==> config.mk <==
export PLATFORM = sky130hd
export DESIGN_NAME = sbt_timer
export DESIGN_NICKNAME = d
export VERILOG_FILES = /design/src/core/sbt_timer.v /design/src/core/sbt_pin_filter.v /design/src/core/sbt_prescaler.v
export VERILOG_INCLUDE_DIRS = /design/src /design/src/common
export SDC_FILE = /design/constraint.sdc
export NUM_CORES = 1
export LEC_CHECK = 0
export BUFFER_PORTS_ARGS = -buffer_cell sky130_fd_sc_hd__buf_2
export CAP_MARGIN = 20
export CORE_ASPECT_RATIO = 0.8
export CORE_UTILIZATION = 40
export DETAILED_ROUTE_END_ITERATION = 6
export GPL_ROUTABILITY_DRIVEN = 0
export SLEW_MARGIN = 20
export SYNTH_ARGS = -nofsm -noshare
export SYNTH_HDL_FRONTEND = slang
export SYNTH_SLANG_ARGS = --single-unit
==> constraint.sdc <==
create_clock -name mclk -period 3.9 [get_ports mclk]
set_input_delay 0.585 -clock mclk [delete_from_list [all_inputs] [get_ports mclk]]
set_output_delay 0.585 -clock mclk [all_outputs]
set_load 0.05 [all_outputs]
==> src/common/sbt_timer_regs.vh <==
// register offsets, field positions, reset values and timing counts
`ifndef SBT_TIMER_REGS_VH
`define SBT_TIMER_REGS_VH

// ---------------------------------------------------------------
// register offsets on the byte-wide i/o port
// ---------------------------------------------------------------
`define SBT_OFS_CTRL_B      8'h91
`define SBT_OFS_CTRL_C      8'h92
`define SBT_OFS_CNT_LOW     8'h94
`define SBT_OFS_CNT_HIGH    8'h95
`define SBT_OFS_CMPA_LOW    8'h98
`define SBT_OFS_CMPA_HIGH   8'h99

// ---------------------------------------------------------------
// reset values
// ---------------------------------------------------------------
`define SBT_RST_CTRL_B      8'h00
`define SBT_RST_CTRL_C      8'h00
`define SBT_RST_WORD        16'h0000

// ---------------------------------------------------------------
// field positions in control b and control c
// ---------------------------------------------------------------
`define SBT_B_FILTER_BIT    7
`define SBT_B_EDGE_BIT      6
`define SBT_B_RSVD_BIT      5
`define SBT_B_WAVE_HI       4
`define SBT_B_WAVE_LO       3
`define SBT_B_CLK_HI        2
`define SBT_B_CLK_LO        0
`define SBT_B_WRITE_MASK    8'hDF
`define SBT_C_FORCE_A_BIT   7
`define SBT_C_FORCE_B_BIT   6
`define SBT_C_FORCE_C_BIT   5

// ---------------------------------------------------------------
// clock source select codes
// ---------------------------------------------------------------
`define SBT_CS_STOP         3'h0
`define SBT_CS_DIV1         3'h1
`define SBT_CS_DIV8         3'h2
`define SBT_CS_DIV64        3'h3
`define SBT_CS_DIV256       3'h4
`define SBT_CS_DIV1024      3'h5
`define SBT_CS_EXT_FALL     3'h6
`define SBT_CS_EXT_RISE     3'h7

// ---------------------------------------------------------------
// timing: prescaler width and filter length in samples
// ---------------------------------------------------------------
`define SBT_PRESCALE_BITS   10
`define SBT_FILTER_SAMPLES  4

// ---------------------------------------------------------------
// fixed maxima for the 8-, 9- and 10-bit modes and the full 16-bit range
// ---------------------------------------------------------------
`define SBT_TOP_8BIT        16'h00FF
`define SBT_TOP_9BIT        16'h01FF
`define SBT_TOP_10BIT       16'h03FF
`define SBT_TOP_FULL        16'hFFFF

`endif

==> src/core/sbt_timer.v <==
// 16-bit timer/counter with capture and three compare outputs
//
// Functional notes
// - with filter on, capture input changes only after four equal samples.
// - edge select zero means falling edge, one means rising edge.
// - capture copies counter into capture register and sets event flag.
// - modes using capture register as maximum disconnect the capture pin.
// - control b bit 5 reads zero and ignores writes.
// - control b bits 4:3 are the upper two waveform mode bits.
// - mode 0 normal, 1-3 phase-correct, 5-7 fast, 8/9/10-bit maxima.
// - modes 4 and C clear on compare a match; mode D reserved.
// - modes 8/9 phase-frequency correct, A/B phase correct, capture or cmp a.
// - mode E fast with capture maximum, mode F fast with compare a maximum.
// - clock select 0 stops; 1-5 divide i/o clock by 1,8,64,256,1024.
// - clock select 6 counts falling, 7 rising edges of external pin.
// - external pin counts even while driven as an output.
// - force bit in non-pwm mode applies compare action now; pwm ignores it.
// - forced match raises no interrupt and never clears the counter.
// - force bits are strobes reading zero; control c low bits reserved.
// - counter is two byte locations accessed through the shared latch.
// - counter write blocks compare matches on the next timer tick.
// - compare a is checked every tick; match pulses and drives output a.
// - compare a high and low bytes update together through the latch.
// - non-pwm output mode 0 off, 1 toggle, 2 clear, 3 set.
// - capture interrupt needs flag, capture enable and global enable.
`timescale 1ns/100ps
`default_nettype none
`include "sbt_timer_regs.vh"

module sbt_timer (
  input  wire        mclk,
  input  wire        rst,
  input  wire [7:0]  io_addr,
  input  wire [7:0]  io_wdata,
  input  wire        io_we,
  input  wire        io_re,
  output reg  [7:0]  io_rdata_r,
  input  wire [1:0]  waveform_mode_low,
  input  wire [1:0]  compare_output_mode_a,
  input  wire [1:0]  compare_output_mode_b,
  input  wire [1:0]  compare_output_mode_c,
  input  wire [15:0] compare_value_b,
  input  wire [15:0] compare_value_c,
  input  wire        capture_interrupt_enable,
  input  wire        global_irq_enable,
  input  wire        capture_flag_clear,
  input  wire        capture_input_pin,
  input  wire        external_count_pin,
  output reg  [15:0] capture_value_r,
  output reg         capture_event_flag_r,
  output reg         capture_irq_r,
  output reg         compare_a_match_r,
  output wire        compare_output_a,
  output wire        compare_output_b,
  output wire        compare_output_c,
  output wire        compare_output_a_en,
  output wire        compare_output_b_en,
  output wire        compare_output_c_en
);

  // -------------------------------------------------------------
  // mode decode helpers
  // -------------------------------------------------------------
  // mode class: 0 normal/ctc, 1 fast pwm, 2 phase or phase-freq
  function [1:0] mode_class;
    input [3:0] m;
    begin
      case (m)
        4'h5, 4'h6, 4'h7, 4'hE, 4'hF: mode_class = 2'h1;
        4'h1, 4'h2, 4'h3, 4'h8, 4'h9,
        4'hA, 4'hB:                   mode_class = 2'h2;
        default:                      mode_class = 2'h0;
      endcase
    end
  endfunction

  function [15:0] mode_top;
    input [3:0]  m;
    input [15:0] icr;
    input [15:0] ocra;
    begin
      case (m)
        4'h1, 4'h5: mode_top = `SBT_TOP_8BIT;
        4'h2, 4'h6: mode_top = `SBT_TOP_9BIT;
        4'h3, 4'h7: mode_top = `SBT_TOP_10BIT;
        4'h4, 4'h9, 4'hB, 4'hC, 4'hF:
                    mode_top = ocra;
        4'h8, 4'hA, 4'hE:
                    mode_top = icr;
        default:    mode_top = `SBT_TOP_FULL;
      endcase
    end
  endfunction

  // -------------------------------------------------------------
  // state
  // -------------------------------------------------------------
  reg  [7:0]  ctrl_b_r;
  reg  [7:0]  latch_r;
  reg  [15:0] cnt_r;
  reg  [15:0] cmpa_r;
  reg         up_r;
  reg         block_r;
  reg         cap_prev_r;
  reg         ext_prev_r;

  wire        cap_level;
  wire        ext_level;
  wire        tick_div8;
  wire        tick_div64;
  wire        tick_div256;
  wire        tick_div1024;

  wire [3:0]  wave_mode = {ctrl_b_r[`SBT_B_WAVE_HI:`SBT_B_WAVE_LO],
                           waveform_mode_low};
  wire [2:0]  clk_sel   = ctrl_b_r[`SBT_B_CLK_HI:`SBT_B_CLK_LO];
  wire [1:0]  mclass    = mode_class(wave_mode);
  wire        non_pwm   = (mclass == 2'h0);
  wire [15:0] top_val   = mode_top(wave_mode, capture_value_r, cmpa_r);
  wire        ctc_mode  = (wave_mode == 4'h4) || (wave_mode == 4'hC);

  wire wr_b     = io_we && (io_addr == `SBT_OFS_CTRL_B);
  wire wr_c     = io_we && (io_addr == `SBT_OFS_CTRL_C);
  wire wr_cnt_l = io_we && (io_addr == `SBT_OFS_CNT_LOW);
  wire wr_cmp_l = io_we && (io_addr == `SBT_OFS_CMPA_LOW);
  wire wr_high  = io_we && ((io_addr == `SBT_OFS_CNT_HIGH) ||
                            (io_addr == `SBT_OFS_CMPA_HIGH));

  // -------------------------------------------------------------
  // input conditioning and prescaler
  // -------------------------------------------------------------
  sbt_pin_filter u_cap_filter (
    .mclk      (mclk),
    .rst       (rst),
    .pin       (capture_input_pin),
    .filter_en (ctrl_b_r[`SBT_B_FILTER_BIT]),
    .level_r   (cap_level)
  );

  // the pin is sampled whatever its port direction, so software
  // driving it as an output still clocks the counter
  sbt_pin_filter u_ext_sync (
    .mclk      (mclk),
    .rst       (rst),
    .pin       (external_count_pin),
    .filter_en (1'b0),
    .level_r   (ext_level)
  );

  sbt_prescaler u_prescaler (
    .mclk         (mclk),
    .rst          (rst),
    .tick_div8    (tick_div8),
    .tick_div64   (tick_div64),
    .tick_div256  (tick_div256),
    .tick_div1024 (tick_div1024)
  );

  // -------------------------------------------------------------
  // timer tick selection
  // -------------------------------------------------------------
  reg tick;
  always @* begin
    case (clk_sel)
      `SBT_CS_STOP:     tick = 1'b0;
      `SBT_CS_DIV1:     tick = 1'b1;
      `SBT_CS_DIV8:     tick = tick_div8;
      `SBT_CS_DIV64:    tick = tick_div64;
      `SBT_CS_DIV256:   tick = tick_div256;
      `SBT_CS_DIV1024:  tick = tick_div1024;
      `SBT_CS_EXT_FALL: tick = ext_prev_r && !ext_level;
      default:          tick = !ext_prev_r && ext_level;
    endcase
  end

  // -------------------------------------------------------------
  // compare matches: evaluated on the tick, blocked after a write
  // -------------------------------------------------------------
  wire match_a = tick && !block_r && (cnt_r == cmpa_r);
  wire match_b = tick && !block_r && (cnt_r == compare_value_b);
  wire match_c = tick && !block_r && (cnt_r == compare_value_c);
  wire at_top  = (cnt_r == top_val);
  wire wrap    = tick && at_top && (mclass != 2'h2);

  // forced matches only act in non-pwm modes
  wire force_a = wr_c && io_wdata[`SBT_C_FORCE_A_BIT] && non_pwm;
  wire force_b = wr_c && io_wdata[`SBT_C_FORCE_B_BIT] && non_pwm;
  wire force_c = wr_c && io_wdata[`SBT_C_FORCE_C_BIT] && non_pwm;

  // -------------------------------------------------------------
  // control b register
  // -------------------------------------------------------------
  always @(posedge mclk or posedge rst) begin
    if (rst)
      ctrl_b_r <= `SBT_RST_CTRL_B;
    else if (wr_b)
      ctrl_b_r <= io_wdata & `SBT_B_WRITE_MASK;
  end

  // -------------------------------------------------------------
  // counter, direction and match blocking
  // -------------------------------------------------------------
  always @(posedge mclk or posedge rst) begin
    if (rst) begin
      cnt_r   <= `SBT_RST_WORD;
      up_r    <= 1'b1;
      block_r <= 1'b0;
    end else if (wr_cnt_l) begin
      cnt_r   <= {latch_r, io_wdata};
      block_r <= 1'b1;
    end else if (tick) begin
      block_r <= 1'b0;
      // forced matches never reach this path, so they cannot clear
      if (mclass != 2'h2) begin
        if (at_top)
          cnt_r <= `SBT_RST_WORD;
        else
          cnt_r <= cnt_r + 16'h0001;
      end else if (up_r) begin
        if (cnt_r >= top_val) begin
          up_r  <= 1'b0;
          cnt_r <= cnt_r - 16'h0001;
        end else
          cnt_r <= cnt_r + 16'h0001;
      end else begin
        if (cnt_r == `SBT_RST_WORD) begin
          up_r  <= 1'b1;
          cnt_r <= cnt_r + 16'h0001;
        end else
          cnt_r <= cnt_r - 16'h0001;
      end
    end
  end

  // -------------------------------------------------------------
  // compare value a and the shared high-byte latch
  // -------------------------------------------------------------
  always @(posedge mclk or posedge rst) begin
    if (rst) begin
      cmpa_r  <= `SBT_RST_WORD;
      latch_r <= 8'h00;
    end else begin
      if (wr_cmp_l)
        cmpa_r <= {latch_r, io_wdata};
      if (wr_high)
        latch_r <= io_wdata;
      else if (io_re && io_addr == `SBT_OFS_CNT_LOW)
        latch_r <= cnt_r[15:8];
      else if (io_re && io_addr == `SBT_OFS_CMPA_LOW)
        latch_r <= cmpa_r[15:8];
    end
  end

  // -------------------------------------------------------------
  // read data, registered one cycle after the strobe
  // -------------------------------------------------------------
  always @(posedge mclk or posedge rst) begin
    if (rst)
      io_rdata_r <= 8'h00;
    else if (io_re) begin
      case (io_addr)
        `SBT_OFS_CTRL_B:    io_rdata_r <= ctrl_b_r;
        `SBT_OFS_CTRL_C:    io_rdata_r <= 8'h00;
        `SBT_OFS_CNT_LOW:   io_rdata_r <= cnt_r[7:0];
        `SBT_OFS_CMPA_LOW:  io_rdata_r <= cmpa_r[7:0];
        `SBT_OFS_CNT_HIGH:  io_rdata_r <= latch_r;
        `SBT_OFS_CMPA_HIGH: io_rdata_r <= latch_r;
        default:            io_rdata_r <= 8'h00;
      endcase
    end
  end

  // -------------------------------------------------------------
  // input capture
  // -------------------------------------------------------------
  // capture is cut off while its register serves as the maximum
  wire cap_enabled = !((wave_mode == 4'h8) || (wave_mode == 4'hA) ||
                       (wave_mode == 4'hE));
  wire cap_edge    = ctrl_b_r[`SBT_B_EDGE_BIT] ?
                     (!cap_prev_r && cap_level) :
                     (cap_prev_r && !cap_level);
  wire cap_trig    = cap_enabled && cap_edge;

  always @(posedge mclk or posedge rst) begin
    if (rst) begin
      cap_prev_r           <= 1'b0;
      ext_prev_r           <= 1'b0;
      capture_value_r      <= `SBT_RST_WORD;
      capture_event_flag_r <= 1'b0;
      capture_irq_r        <= 1'b0;
      compare_a_match_r    <= 1'b0;
    end else begin
      cap_prev_r <= cap_level;
      ext_prev_r <= ext_level;
      if (cap_trig) begin
        capture_value_r      <= cnt_r;
        capture_event_flag_r <= 1'b1;
      end else if (capture_flag_clear)
        capture_event_flag_r <= 1'b0;
      capture_irq_r <= capture_event_flag_r && capture_interrupt_enable &&
                       global_irq_enable;
      compare_a_match_r <= match_a;
    end
  end

  // -------------------------------------------------------------
  // waveform outputs, one generator per channel
  // -------------------------------------------------------------
  wire [2:0] ch_match = {match_c, match_b, match_a};
  wire [2:0] ch_force = {force_c, force_b, force_a};
  wire [5:0] ch_com   = {compare_output_mode_c, compare_output_mode_b,
                         compare_output_mode_a};
  wire [2:0] ch_out;
  wire [2:0] ch_en;

  genvar g;
  generate
    for (g = 0; g < 3; g = g + 1) begin : g_chan
      reg        out_r;
      reg        en_r;
      wire [1:0] com = ch_com[2*g+1:2*g];

      always @(posedge mclk or posedge rst) begin
        if (rst) begin
          out_r <= 1'b0;
          en_r  <= 1'b0;
        end else begin
          // mode 1 has no pwm meaning here, so the pin is released
          en_r <= (com != 2'h0) && (non_pwm || com != 2'h1);
          if (non_pwm) begin
            if (ch_match[g] || ch_force[g]) begin
              case (com)
                2'h1:    out_r <= !out_r;
                2'h2:    out_r <= 1'b0;
                2'h3:    out_r <= 1'b1;
                default: out_r <= out_r;
              endcase
            end
          end else if (mclass == 2'h1) begin
            if (wrap)
              out_r <= (com == 2'h2);
            else if (ch_match[g])
              out_r <= (com == 2'h3);
          end else if (ch_match[g]) begin
            out_r <= up_r ? (com == 2'h3) : (com == 2'h2);
          end
        end
      end

      assign ch_out[g] = out_r;
      assign ch_en[g]  = en_r;
    end
  endgenerate

  assign compare_output_a    = ch_out[0];
  assign compare_output_b    = ch_out[1];
  assign compare_output_c    = ch_out[2];
  assign compare_output_a_en = ch_en[0];
  assign compare_output_b_en = ch_en[1];
  assign compare_output_c_en = ch_en[2];

endmodule
`default_nettype wire

==> src/core/sbt_pin_filter.v <==
// pin synchroniser with optional four-sample filter
`timescale 1ns/100ps
`default_nettype none
`include "sbt_timer_regs.vh"

module sbt_pin_filter (
  input  wire mclk,
  input  wire rst,
  input  wire pin,
  input  wire filter_en,
  output reg  level_r
);

  reg                            sync1_r;
  reg                            sync2_r;
  reg                            sync3_r;
  reg                            stable_r;
  reg [`SBT_FILTER_SAMPLES-1:0]  hist_r;

  // -------------------------------------------------------------
  // three-stage synchroniser; a change counts once stages 2 and 3 agree
  // -------------------------------------------------------------
  always @(posedge mclk or posedge rst) begin
    if (rst) begin
      sync1_r  <= 1'b0;
      sync2_r  <= 1'b0;
      sync3_r  <= 1'b0;
      stable_r <= 1'b0;
    end else begin
      sync1_r <= pin;
      sync2_r <= sync1_r;
      sync3_r <= sync2_r;
      if (sync2_r == sync3_r)
        stable_r <= sync3_r;
    end
  end

  // -------------------------------------------------------------
  // filter: output follows only after four equal samples
  // -------------------------------------------------------------
  always @(posedge mclk or posedge rst) begin
    if (rst) begin
      hist_r  <= {`SBT_FILTER_SAMPLES{1'b0}};
      level_r <= 1'b0;
    end else begin
      hist_r <= {hist_r[`SBT_FILTER_SAMPLES-2:0], stable_r};
      if (!filter_en)
        level_r <= stable_r;
      else if (&hist_r)
        level_r <= 1'b1;
      else if (~|hist_r)
        level_r <= 1'b0;
    end
  end

endmodule
`default_nettype wire

==> src/core/sbt_prescaler.v <==
// free-running prescaler giving one-cycle tick enables
`timescale 1ns/100ps
`default_nettype none
`include "sbt_timer_regs.vh"

module sbt_prescaler (
  input  wire mclk,
  input  wire rst,
  output wire tick_div8,
  output wire tick_div64,
  output wire tick_div256,
  output wire tick_div1024
);

  reg [`SBT_PRESCALE_BITS-1:0] div_r;

  // -------------------------------------------------------------
  // one counter shared by all ratios keeps the taps in phase
  // -------------------------------------------------------------
  always @(posedge mclk or posedge rst) begin
    if (rst)
      div_r <= {`SBT_PRESCALE_BITS{1'b0}};
    else
      div_r <= div_r + 1'b1;
  end

  // each tap fires when its low bits are all ones
  assign tick_div8    = &div_r[2:0];
  assign tick_div64   = &div_r[5:0];
  assign tick_div256  = &div_r[7:0];
  assign tick_div1024 = &div_r[9:0];

endmodule
`default_nettype wire

==> run metrics <==
worst hold slack between 0.3 and 0.4 ns; H-Tree Depth 3; fin area roughly 8000 µm²; worst vdd ir 0.2649 mV; R2R Setup Slk 0.25 ns; final hold violation count 0; Core Area 16660 µm²; Flop pwr share 41.3%; CP Launch Type flop; Slew Limit Fails 0; RSZ-0062 raised after global routing no; Die Footprint around 18000 µm²; Critical Path Slowest Stage Cell dfrtp_1; clock network power share 28.9%; CTS buffer count 9; Ports between 90 and 100; chip width 148.4 µm; DR WL met3 ~1600 µm; root buffer cell clkbuf_16; register area share after synthesis between 30 and 40%; post-CTS setup buffer count 0; DR iter-0 viols approximately 600; fmax roughly 270 MHz; slew margin rel. 27.72%; Post-synth EDFFs 0; Gate power share 29.9%; Post-DRT Antenna Nets 0; CTS resizes 0; gr usage total 24.98%; Layout Area Growth over Synthesis 16.66%; #FFs+latches synth 108; # setup viols final 0; Synth Instances 739; leakage between 3 and 4 nW; wire per inst 19.96 µm; total gr overflow 0; IO Port Bufs 97; first-pass GRT wire length roughly 33000 µm; Avg Cell Area, Syn between 9 and 10 µm²; power density over the cells 419.7 nW/µm²; unique cell type count in the Yosys netlist 77; outcome complete, no violations; worst r2r dst cnt_r[2]$_DFFE_PP0P_; mapped cell area around 6900 µm²; Via-to-Cell Ratio ~5.8; clk sinks roughly 110; Max-cap violations 0; Switch Pwr around 1.3 mW; post-route setup TNS 0 ns; Nets 919; Vias roughly 6.1k; Int Pwr just over 2 mW; commonest cells after routing, fill and taps aside dfrtp_1 (106), buf_2 (97), nand2_1 (56), nor2_1 (54), xor2_1 (38); Critical Path Sink cnt_r[2]$_DFFE_PP0P_; DPL Wire Length 15670 µm; Main synth FF type dfrtp_1; r2r startpoint ctrl_b_r[3]$_DFFE_PP0P_; Rows 42; R2R depth 14; Yosys warnings 0; Worst-Skew Late Latency around 0.37 ns; Pre-antenna DRT Iters 5; starting density of the core 41.20%; Bufs on Longest Clock Path 2; Slew @ Worst Pin 1.074 ns; share of layout cells above drive strength 1 ~20%; worst-path fanout max 8; cts-stage hold buffer count 0; DRT Wirelength between 20000 and 25000 µm; FFs w/ async S/R, synth 100.0%; worst stage delay on the critical path approximately 0.47 ns; largest net degree at the start of global routing between 50 and 60; uppermost layer routed met4; Worst Clk Skew ~0.011 ns; most frequent cell on the critical path buf_4; Switching Fraction between 30% and 40%; Setup crit end kind flop; crit path time final approximately 3.6 ns; vias in the first global route around 5.8k; die height 119.2 µm; Worst Path Required roughly 4.2 ns; dpl cell area ~7700 µm²; met2 wire len 8919 µm; CP cell instances buf_4, nand2b_1, o21ai_0, a211oi_1, ha_1, nand4_1, or3_1, a221o_1, o211ai_2, buf_4, nand2_4, mux2i_1, or4_1, a31oi_1; # diodes 0; Metal-1 WL just over 10000 µm; DRC 0; FF/Latch Area approximately 2700 µm²; commonest non-fill, non-tap cell in the layout dfrtp_1; CTS clk-pin slew, worst paths 0.08 ns; multi-input logic area between 3000 and 4000 µm²; period utilization between 90% and 100%; WS Path Type reg2reg; CTS tree built; initial antenna violation count 0; launch point of the worst path ctrl_b_r[3]$_DFFE_PP0P_; Syn Nets between 800 and 900; Layout fillers approximately 1.6k; Hold Crit Class in2async; critical path arrival about 3.9 ns
[critical path, delay by kind of cell, from the launching register on]
| kind | cells | cell delay [ns] |
|---|---|---|
| AOI/OAI and AO/OA | 5 | 1.06 |
| adders and majority gates | 1 | 0.34 |
| buffers and inverters | 2 | 0.40 |
| DFF | 1 | 0.47 |
| muxes | 1 | 0.13 |
| and+or+nand+nor | 5 | 1.18 |
[registers in the layout, summed over array words and instances, names as in the netlist, 4 cells and up]
| register | cells |
|---|---|
| latch_r | 8 |
| ctrl_b_r | 7 |
| u_cap_filter.hist_r | 4 |
| cnt_r | 16 |
| io_rdata_r | 8 |
| capture_value_r | 16 |
| cmpa_r | 16 |
| u_prescaler.div_r | 10 |
[metal layers]
metal	global-route usage (%)	up-vias
met5	0	-
met4	6.894	0
met3	5.479	29
met2	35.78	276
met1	37.40	2942
li1	-	2886
[cell families after synthesis]
family                   count (synthesis)  share of synthesized area, %
AND/OR/NAND/NOR                        234                         17.50
adder cells (fa/ha/maj)                 23                         4.120
multiplexers                            57                         9.006
XOR/XNOR                                64                         8.277
flip-flops                             108                         39.40
buffers and inverters                   72                         4.230
AO/OA/AOI/OAI                          181                         17.47
[metrics by stage]
step / setup slack, ns / cells / utilization (%) / power [mW]
after floorplan: 0.2779 / 739 / - / 2.046
after global placement: 0.1287 / 1042 / 46.12 / 2.388
after detailed placement: 0.04450 / 1042 / 46.12 / 2.397
after CTS: 0.1643 / 1058 / 48.00 / 3.374
after global routing: 0.03136 / 1058 / 48.06 / 3.530
final: 0.2532 / 1058 / 48.06 / 3.360
[power groups by stage]
| stage | clock network [mW] | logic (mW) | registers, mW |
|---|---|---|---|
| global route | 1.04 | 1.09 | 1.40 |
| CTS | 0.994 | 0.997 | 1.38 |
| detailed placement | 0 | 0.992 | 1.41 |
| floorplan | 0 | 0.560 | 1.49 |
| finish | 0.971 | 1.00 | 1.39 |
| global placement | 0 | 0.982 | 1.41 |
[worst min-delay path by stage]
stage	start	slack [ns]	cells after the start	end
2_1_floorplan	u_cap_filter.sync1_r$_DFF_PP0_	0.33	0	u_cap_filter.sync2_r$_DFF_PP0_
3_3_place_gp	u_ext_sync.sync1_r$_DFF_PP0_	0.33	0	u_ext_sync.sync2_r$_DFF_PP0_
3_5_place_dp	u_ext_sync.sync1_r$_DFF_PP0_	0.34	0	u_ext_sync.sync2_r$_DFF_PP0_
4_1_cts	external_count_pin	0.30	1	u_ext_sync.sync1_r$_DFF_PP0_
5_1_grt	external_count_pin	0.30	1	u_ext_sync.sync1_r$_DFF_PP0_
6_report	rst	0.31	2	u_ext_sync.sync1_r$_DFF_PP0_
[final cells by class]
class                   count  area share (%)
repair buffers            128           9.126
flip-flops and latches    108           33.79
well taps                 220           3.438
inverters                  27           1.297
clock inverters             7           1.110
clock buffers               9           2.813
multi-input cells         559           48.43
[synth_stat cells, types with 2 or more instances]
master,instances,area (µm²)
xor2_1,38,332.8
xnor2_1,25,219.0
o21ai_1,26,130.1
and2_1,5,31.28
a41oi_1,3,26.28
buf_2,10,50.05
nand3_1,27,135.1
a21oi_1,32,160.2
mux2_1,31,349.1
nand2_4,2,22.52
o22ai_1,10,62.56
o311ai_1,2,17.52
nor4_1,16,100.1
o21ai_0,27,135.1
a21o_1,11,82.58
nor2_1,55,206.5
a22oi_1,22,165.2
a31oi_1,7,43.79
mux2i_1,19,190.2
maj3_1,2,20.02
nand4_1,15,93.84
nor3_1,15,75.07
nor2b_1,3,18.77
a2111oi_0,4,35.03
o41ai_1,3,26.28
or4_4,2,22.52
nand2_1,56,210.2
nand2b_1,7,43.79
o31ai_1,2,15.01
clkbuf_1,33,123.9
or3_1,6,37.54
o221ai_1,3,26.28
inv_1,26,97.59
a211oi_1,7,52.55
dfrtp_1,107,2678
o211ai_1,3,22.52
and3_1,11,68.82
mux2_2,7,78.83
ha_1,21,262.8
Note: power is estimated with default switching activity, not from simulation.
